`src/rtl/mhrw_pkg.sv`:
```
// Constants and types for the module health and reset word logic
package mhrw_pkg;
    localparam int WORD_W = 16;
    localparam int CODE_W = 8;
    // Bit 1 of a word is its msb, so position p sits at index WORD_W - p
    localparam int POS_FAIL = 15;
    localparam int POS_SER = 14;
    localparam int POS_NET = 13;
    localparam int POS_DIAG = 12;
    localparam int POS_CFG = 11;
    localparam int POS_ALT = 10;
    localparam int POS_RSV7 = 9;
    localparam int POS_RSV8 = 8;
    localparam int POS_MODRST = 15;
    // Abort triggers sit at positions 4, 8, 12, 16 of the command control word
    localparam logic [WORD_W-1:0] ABORT_MASK = 16'h1111;
    localparam logic [WORD_W-1:0] HEALTH_RESET = 16'h6000;
    localparam int CLK_HZ = 25_000_000;
    localparam int RETRY_WAIT_MS = 1000;
    localparam int RETRY_WAIT_CYC = CLK_HZ / 1000 * RETRY_WAIT_MS;
    localparam int SHORT_WAIT_US = 100;
    localparam int SHORT_WAIT_CYC = CLK_HZ / 1_000_000 * SHORT_WAIT_US;
    localparam int TICK_US = 1000;
    localparam int TICK_CYC = CLK_HZ / 1_000_000 * TICK_US;
    localparam int STARTUP_CYC = 4;
    localparam int CNT_W = 32;
    typedef enum logic [1:0] {
        MHRW_START = 2'b00,
        MHRW_RUN = 2'b01,
        MHRW_WAIT = 2'b11
    } mhrw_state_e;
endpackage : mhrw_pkg

```
`src/rtl/mhrw_counter.sv`:
```
// Terminal-count timer reused for the heartbeat tick and the reset waits
`timescale 1ns/100ps
`default_nettype none
module mhrw_counter #(
    parameter int W = 32
) (
    // Clock and reset
    input wire logic clk,
    input wire logic rst,
    // Control
    input wire logic run,
    input wire logic [W-1:0] limit,
    // Status
    output logic done
);
    logic [W-1:0] cnt_q;
    always_ff @(posedge clk) begin
        if (rst || !run) begin
            cnt_q <= '0;
        end else if (cnt_q >= limit - W'(1)) begin
            cnt_q <= '0;
        end else begin
            cnt_q <= cnt_q + W'(1);
        end
    end
    assign done = run && (cnt_q >= limit - W'(1));
endmodule : mhrw_counter
`default_nettype wire

```
`src/rtl/mhrw_core.sv`:
```
// Module health word and control word reset logic
//
// Overview of operation
// - Severe fault: flag fail, wait, reset
// - Retry reset while fault persists
// - Serial pending flag until ports configured
// - Network pending flag until parameters loaded
// - Selftest fault sets fail, short reset
// - Setup fault flagged at startup checks
// - Alternate port selected without link pulse
// - Positions 7 and 8 read zero
// - Low byte: heartbeat, or fault code
// - Reset needs bit 1 plus aborts
// - Reset reruns diagnostics and startup
`timescale 1ns/100ps
`default_nettype none
module mhrw_core
    import mhrw_pkg::*;
#(
    parameter int RETRY_CYC = mhrw_pkg::RETRY_WAIT_CYC,
    parameter int SHORT_CYC = mhrw_pkg::SHORT_WAIT_CYC,
    parameter int HB_CYC = mhrw_pkg::TICK_CYC
) (
    // Clock and reset
    input wire logic core_clk,
    input wire logic sys_rst,
    // Controller words
    input wire logic [mhrw_pkg::WORD_W-1:0] commandOutputWord,
    input wire logic [mhrw_pkg::WORD_W-1:0] commandControlWord,
    output logic [mhrw_pkg::WORD_W-1:0] healthInputWord,
    // Diagnostic and configuration inputs
    input wire logic severeFault,
    input wire logic ramRomFault,
    input wire logic [mhrw_pkg::CODE_W-1:0] faultCode,
    input wire logic faultCodeValid,
    input wire logic switchesInvalid,
    input wire logic nvStoreInvalid,
    input wire logic serialPortsDone,
    input wire logic networkLoaded,
    input wire logic linkPulseSeen,
    // Module processor reset
    output logic moduleReset
);
    import mhrw_pkg::*;

    mhrw_state_e state_q;
    logic [CNT_W-1:0] startCnt_q;
    logic waitShort_q;
    logic rstArmed_q;
    logic failFlag_q, serPend_q, netPend_q, diagFlag_q, cfgFlag_q, altPort_q;
    logic [CODE_W-1:0] field_q;
    logic [CODE_W-1:0] beat_q;
    logic codeHeld_q;
    logic ctrlReq;
    logic hbDone, waitDone;
    logic [CNT_W-1:0] waitLimit;

    // Reset bit of the command output word plus the abort trigger of every command group
    assign ctrlReq = commandOutputWord[POS_MODRST]
        && ((commandControlWord & ABORT_MASK) == ABORT_MASK);
    assign waitLimit = waitShort_q ? CNT_W'(SHORT_CYC) : CNT_W'(RETRY_CYC);

    mhrw_counter #(.W(CNT_W)) u_hb (
        .clk(core_clk),
        .rst(sys_rst),
        .run(state_q == MHRW_RUN),
        .limit(CNT_W'(HB_CYC)),
        .done(hbDone)
    );
    mhrw_counter #(.W(CNT_W)) u_wait (
        .clk(core_clk),
        .rst(sys_rst),
        .run(state_q == MHRW_WAIT),
        .limit(waitLimit),
        .done(waitDone)
    );

    // Sequencer: startup checks, normal run, wait before internal reset
    always_ff @(posedge core_clk) begin
        if (sys_rst) begin
            state_q <= MHRW_START;
            startCnt_q <= '0;
            waitShort_q <= 1'b0;
        end else begin
            unique case (state_q)
                MHRW_START: begin
                    startCnt_q <= startCnt_q + CNT_W'(1);
                    if (startCnt_q >= CNT_W'(STARTUP_CYC - 1)) begin
                        state_q <= MHRW_RUN;
                    end
                end
                MHRW_RUN: begin
                    startCnt_q <= '0;
                    if (ctrlReq && rstArmed_q) begin
                        state_q <= MHRW_START;
                    end else if (ramRomFault) begin
                        waitShort_q <= 1'b1;
                        state_q <= MHRW_WAIT;
                    end else if (severeFault) begin
                        waitShort_q <= 1'b0;
                        state_q <= MHRW_WAIT;
                    end
                end
                MHRW_WAIT: begin
                    // Internal reset reruns startup, retrying forever if fault stays
                    if (waitDone) begin
                        state_q <= MHRW_START;
                    end
                end
                default: state_q <= MHRW_START;
            endcase
        end
    end

    // Reset request is consumed once until released
    always_ff @(posedge core_clk) begin
        if (sys_rst) begin
            rstArmed_q <= 1'b0;
        end else if (!ctrlReq) begin
            rstArmed_q <= 1'b1;
        end else if (state_q == MHRW_RUN) begin
            rstArmed_q <= 1'b0;
        end
    end

    // Processor reset held through the startup phase
    always_ff @(posedge core_clk) begin
        if (sys_rst) begin
            moduleReset <= 1'b1;
        end else begin
            moduleReset <= (state_q == MHRW_START) && (startCnt_q < CNT_W'(STARTUP_CYC - 1));
        end
    end

    // Health flags
    always_ff @(posedge core_clk) begin
        if (sys_rst) begin
            failFlag_q <= 1'b0;
            diagFlag_q <= 1'b0;
            cfgFlag_q <= 1'b0;
            serPend_q <= 1'b1;
            netPend_q <= 1'b1;
            altPort_q <= 1'b0;
        end else if (state_q == MHRW_START) begin
            // Pending flags rise again on every restart
            serPend_q <= 1'b1;
            netPend_q <= 1'b1;
            cfgFlag_q <= switchesInvalid || nvStoreInvalid;
            failFlag_q <= severeFault || ramRomFault;
            diagFlag_q <= ramRomFault;
            altPort_q <= 1'b0;
        end else begin
            if (severeFault || ramRomFault) begin
                failFlag_q <= 1'b1;
            end
            if (ramRomFault) begin
                diagFlag_q <= 1'b1;
            end
            if (serialPortsDone) begin
                serPend_q <= 1'b0;
            end
            if (networkLoaded) begin
                netPend_q <= 1'b0;
            end
            altPort_q <= !linkPulseSeen;
        end
    end

    // Heartbeat counts only while running, so a stall freezes the field
    always_ff @(posedge core_clk) begin
        if (sys_rst) begin
            beat_q <= '0;
        end else if (hbDone) begin
            beat_q <= beat_q + CODE_W'(1);
        end
    end

    always_ff @(posedge core_clk) begin
        if (sys_rst) begin
            codeHeld_q <= 1'b0;
            field_q <= '0;
        end else if (faultCodeValid) begin
            codeHeld_q <= 1'b1;
            field_q <= faultCode;
        end else if (state_q == MHRW_START) begin
            codeHeld_q <= 1'b0;
        end else if (!codeHeld_q) begin
            field_q <= beat_q;
        end
    end

    // Word assembly; position 1 is the msb
    always_ff @(posedge core_clk) begin
        if (sys_rst) begin
            healthInputWord <= HEALTH_RESET;
        end else begin
            healthInputWord <= '0;
            healthInputWord[POS_FAIL] <= failFlag_q;
            healthInputWord[POS_SER] <= serPend_q;
            healthInputWord[POS_NET] <= netPend_q;
            healthInputWord[POS_DIAG] <= diagFlag_q;
            healthInputWord[POS_CFG] <= cfgFlag_q;
            healthInputWord[POS_ALT] <= altPort_q;
            healthInputWord[POS_RSV7] <= 1'b0;
            healthInputWord[POS_RSV8] <= 1'b0;
            healthInputWord[CODE_W-1:0] <= field_q;
        end
    end
endmodule : mhrw_core
`default_nettype wire

```
`config.mk`:
```
export PLATFORM = sky130hd
export DESIGN_NAME = mhrw_core
export DESIGN_NICKNAME = d
export VERILOG_FILES = /design/src/rtl/mhrw_pkg.sv /design/src/rtl/mhrw_counter.sv /design/src/rtl/mhrw_core.sv
export SDC_FILE = /design/constraint.sdc
export NUM_CORES = 1
export LEC_CHECK = 0
export CORE_AREA = 2 2 132 134
export DETAILED_ROUTE_END_ITERATION = 6
export DIE_AREA = 0 0 134 136
export DONT_BUFFER_PORTS = 1
export PLACE_DENSITY_LB_ADDON = 0.05
export SLEW_MARGIN = 10
export SYNTH_ARGS = -nofsm -noshare
export SYNTH_HDL_FRONTEND = slang
export SYNTH_SLANG_ARGS = --single-unit
```
`constraint.sdc`:
```
create_clock -name core_clk -period 6.2 [get_ports core_clk]
set_clock_uncertainty 0.2 [all_clocks]
set_input_delay 1.24 -clock core_clk [delete_from_list [all_inputs] [get_ports core_clk]]
set_output_delay 1.24 -clock core_clk [all_outputs]
set_load 0.005 [all_outputs]
```
* Word-level counts from Yosys, hierarchy flattened
Cells that the tools add are included.
Cells by class: add/subtract/negate cells 5, $mul 0, div/mod/pow operators 0, $lt $le $gt $ge 4, eq/ne operators 9, shifts and indexed selects 0, mux-type cells 21, bitwise gates (word level) 1, reduce and logical (&&, ||, !) cells 24
Operator list (count):
- adder 32 x 1 -> 32 bit (second input constant) | 3
- case mux 32 bit (2 select lines) | 1
- greater-or-equal comparator 32 x 15 -> 1 bit (second input constant) | 1
- greater-or-equal comparator 32 x 2 -> 1 bit (second input constant) | 1
- greater-or-equal comparator 32 bit | 1
- less-than comparator 32 x 2 -> 1 bit (second input constant) | 1
- subtractor 25 x 1 -> 26 bit (second input constant) | 1
- two-way mux 25 bit | 1
- two-way mux 8 bit | 3
- two-way mux 1 bit | 10
- two-way mux 2 bit | 5
- nonzero test 2 bit | 5
- adder 8 x 1 -> 8 bit (second input constant) | 1
- != test 2 bit (second input constant) | 4
- case mux 2 bit (3 select lines) | 1
- AND reduction 3 bit | 2
- OR reduction 2 bit | 3
- logical AND 1 bit | 5
- equality test 4 bit (second input constant) | 1
- logical OR 1 bit | 4
- != test 4 bit (second input constant) | 1
- logical NOT 1 bit | 3
- equality test 2 x 1 -> 1 bit (second input constant) | 1
- equality test 2 bit (second input constant) | 1
- other kinds (4) | 4
Word-level totals: bits in registers 140, bits in latches 0, memory bits (writable) 0, memory bits (read-only) 0, input bits 50, output and inout bits 17, word-level logic and storage cells 82, memories kept 0

* Logic depth before layout (Yosys ltp)
depth after elaboration 6, depth in mapped cells 10, mapped depth without buffers 8

* Modules after synthesis
From an unflattened synthesis, not the netlist that was laid out.
Second synthesis, totals: cells, all modules 1016, area total of the unflattened synthesis 8589.5 sq um
By module, submodules not included:
- mhrw_core | times used 1, cells each 357, area each 3198.1 sq um, seq. area each 1481.4 sq um
- mhrw_counter (u_wait) | times used 1, cells each 331, area each 2708.8 sq um, seq. area each 640.6 sq um
- mhrw_counter (u_hb) | times used 1, cells each 328, area each 2682.6 sq um, seq. area each 640.6 sq um

* Worst setup path before layout
Ideal clock, no wire load.
path kind register -> register, start reg waitShort_q, end reg u_wait.cnt_q[17], setup time 0.063 ns, data arrival time 2.327 ns, required time 5.937 ns, slack 3.609 ns, cell stages (with the launch flop) 11, buffers on the path 2, period minus slack after synthesis 2.591 ns, cell sequence dfxtp_1 > inv_1 > ha_1 > nor3_1 > nor3_1 > a2111oi_0 > a21oi_1 > or3b_1 > buf_6 > buf_12 > nor2_4
On the way: word-level cells in the longest chain between the ends 4
RTL lines:
- start, declared | line mhrw_core.sv:48 | logic waitShort_q;
- start signal, assigned | line mhrw_core.sv:83 | waitShort_q <= 1'b0;
- start signal, assigned | line mhrw_core.sv:97 | waitShort_q <= 1'b1;
- start signal, assigned | line mhrw_core.sv:100 | waitShort_q <= 1'b0;
- two-way mux 25 bit | line mhrw_core.sv:61 | assign waitLimit = waitShort_q ? CNT_W'(SHORT_CYC) : CNT_W'(RETRY_CYC);
- subtractor 25 x 1 -> 26 bit | line mhrw_counter.sv:20 | end else if (cnt_q >= limit - W'(1)) begin
- greater-or-equal comparator 32 bit | line mhrw_counter.sv:20
- OR reduction 2 bit (no line)
- end signal, assigned | line mhrw_counter.sv:23 | cnt_q <= cnt_q + W'(1);
- end, declared | line mhrw_counter.sv:16 | logic [W-1:0] cnt_q;
No other way between the ends. A chain may end at the register's enable or synchronous reset.

* Final worst setup path
start reg waitShort_q, end reg u_wait.cnt_q[3]
Same word-level chain as after synthesis.

==> flow_metrics.env <==
export IMPL_grt_pass1_vias=3878
export IMPL_root_buffer="clkbuf_16"
export IMPL_met1_usage_pct=16.7
export IMPL_start_kind="register"
export IMPL_insertion_delay_ns=0.41
export IMPL_fin_nets=704
export IMPL_syn_area_per_cell_um2=9.51
export IMPL_startpoint="waitShort_q"
export IMPL_synthToLayoutAreaGrowth_pct=14.6
export IMPL_async_flop_share_pct=0
export IMPL_core_area_um2=16900
export IMPL_viasPerCell=4.60
export IMPL_synth_seq_cells=138
export IMPL_grt_pass1_wl_um=18900
export IMPL_htreeDepth=4
export IMPL_synthTopCellsByArea="dfxtp_1, xor2_1, nor2_1"
export IMPL_grt_max_degree=47
export IMPL_clkSlewWorstSetupHoldPaths_ns=0.06
export IMPL_worst_pin_slew_ns=0.799
export IMPL_r2r_start="waitShort_q"
export IMPL_first_iter_violations=140
export IMPL_syn_inst=610
export IMPL_fmax_mhz=311
export IMPL_worstPathRequired_ns=6.34
export IMPL_cts_setup_buffers=0
export IMPL_synth_top_area_cell="dfxtp_1"
export IMPL_post_route_period_util_pct=51.8
export IMPL_cts_buffers=17
export IMPL_worst_hold_path_type="register to register"
export IMPL_rsz0062_at_grt="no"
export IMPL_cp_max_fo=26
export IMPL_hp_start="altPort_q"
export IMPL_clock_sinks=138
export IMPL_place_gp_congestion=0.758
export IMPL_critPathKind="register to register"
export IMPL_use_met3_pct=4.36
export IMPL_cp_end_kind="register"
export IMPL_setup_tns_final_ns=0
export IMPL_rows=48
export IMPL_ant_nets=0
export IMPL_dr_pass1_iters=5
export IMPL_vias=4010
export IMPL_synth_edf_count=0
export IMPL_grtUsageTotal_pct=13.1
export IMPL_power_mw=2.14
export IMPL_yosys_warnings=0
export IMPL_numPortBuffers=0
export IMPL_synth_area_um2=5800
export IMPL_die_y_um=136
export IMPL_holdPathStages=1
export IMPL_synth_top_area_share_pct=47.6
export IMPL_drt_total_wl_um=10900
export IMPL_r2r_setup_slack_ns=2.99
export IMPL_ir_drop_mv=0.188
export IMPL_r2r_cells=9
export IMPL_hold_violations=0
export IMPL_final_min_clock_period_ns=3.21
export IMPL_hpwlAfterDp_um=7510
export IMPL_finalSetupViolCount=0
export IMPL_netlist_top_cells_count="dfxtp_1, nor2_1, xor2_1"
export IMPL_whs_endpoint="healthInputWord[10]"
export IMPL_drive_gt1_share_pct=9.60
export IMPL_ctsHoldBuffers=0
export IMPL_cp_arrival_ns=3.36
export IMPL_cts_resized=0
export IMPL_die_area_um2=18200
export IMPL_wl_per_cell_um=12.6
export IMPL_drc=0
export IMPL_cap_violations=0
export IMPL_grt_met2_usage_pct=20.6
export IMPL_grt_busiest_layer="met2"
export IMPL_slew_limit_headroom_pct=46.6
export IMPL_cts_path_max_buffers=2
export IMPL_fillers=1674
export IMPL_ys_seq_area_share_pct=47.6
export IMPL_overflow=0
export IMPL_status="finished clean"
export IMPL_r2r_end="u_wait.cnt_q[3]"
export IMPL_antenna_found_initial=0
export IMPL_p_leak_nw=2.52
export IMPL_power_density_nw_per_um2=322
export IMPL_ioPinCount=67
export IMPL_netlist_cell_type_count=50
export IMPL_finalNonFillerCells=871
export IMPL_fp_dieW_um=134
export IMPL_synth_most_common_cell="dfxtp_1"
export IMPL_diodes=0
export IMPL_tritoncts="built"
export IMPL_synth_ff_type="dfxtp_1"
export IMPL_finalMaxSlewViolations=0
export IMPL_dp_cells=839
export IMPL_initial_core_util_pct=34.4
[cells in the final DEF (no fill, tap or decap), types with 18 or more instances in the layout]
cell type,synthesis,layout
nand2_1,31,31
nand4_1,20,20
xor2_1,41,41
nor2_4,18,18
nor2_1,92,92
dfxtp_1,138,138
a21oi_1,26,26
conb_1,1,25
xnor2_1,24,24
ha_1,21,21
nand3_1,30,30
[metal layers]
layer	wire length (um)	share of wire, %	up-vias
li1	-	-	2116
met1	5460	50	1841
met2	4870	44	43
met3	482	4.4	10
met4	136	1.2	0
met5	0	0	-
[registers in the layout, indices dropped and copies added, names as in the netlist]
signal,flops
altPort_q,1
u_hb.cnt_q,32
beat_q,8
u_wait.cnt_q,32
state_q,2
failFlag_q,1
cfgFlag_q,1
startCnt_q,32
rstArmed_q,1
moduleReset,1
codeHeld_q,1
healthInputWord,14
diagFlag_q,1
netPend_q,1
field_q,8
waitShort_q,1
serPend_q,1
[kinds of logic after synthesis]
logic type	count (synthesis)	synth area share, %
adder cells (fa/ha/maj)	21	4.53
flip-flops	138	47.6
AO/OA/AOI/OAI	55	5.80
other	1	0.0646
XOR/XNOR	65	9.81
multiplexers	12	2.13
AND/OR/NAND/NOR	283	26.9
buffers and inverters	35	3.13
[final cells by class]
| class | count | area, um^2 | share of cell area (%) |
|---|---|---|---|
| multi-input combinational | 461 | 2950 | 44.3 |
| sequential | 138 | 2760 | 41.5 |
| clock buffer | 20 | 447 | 6.71 |
| tap | 225 | 282 | 4.23 |
| clock inverter | 12 | 149 | 2.24 |
| inverter | 13 | 48.8 | 0.733 |
| timing repair buffer | 2 | 15.0 | 0.226 |
[critical path, cell delays in order (launching register included)]
cell and delay [ns]:
dfxtp_1 0.74, inv_1 0.18, ha_1 0.24, nor3_1 0.14, nor3_1 0.07, a2111oi_0 0.40, a21oi_1 0.19, or3b_2 0.47
buf_4 0.33, nor2_1 0.16
[where the power goes]
part | switching [mW] | total [mW] | internal [mW]
Clock | 0.373 | 1.01 | 0.641
Sequential | 0.0363 | 0.965 | 0.929
Combinational | 0.100 | 0.165 | 0.0648
[worst max path at each step]
stage / endpoint / slack (ns) / cells after the start
floorplan: u_wait.cnt_q[17] / 3.61 / 10
global placement: u_wait.cnt_q[7] / 2.99 / 9
detailed placement: u_wait.cnt_q[2] / 3.00 / 9
CTS: u_wait.cnt_q[5] / 2.96 / 9
global route: u_wait.cnt_q[7] / 2.63 / 9
finish: u_wait.cnt_q[3] / 2.99 / 9
[metrics by stage]
| step | area, um^2 | setup WS (ns) | utilization (%) | hold WS, ns |
|---|---|---|---|---|
| 5_1_grt | 6650 | 2.63 | 39.4 | 0.257 |
| 3_3_place_gp | 6060 | 2.99 | 35.9 | 0.221 |
| 2_1_floorplan | 5890 | 3.61 | - | 0.214 |
| 6_report | 6650 | 2.99 | 39.4 | 0.237 |
| 4_1_cts | 6650 | 2.96 | 39.4 | 0.246 |
| 3_5_place_dp | 6060 | 3.00 | 35.9 | 0.231 |
(Power assumes the default switching activity.)
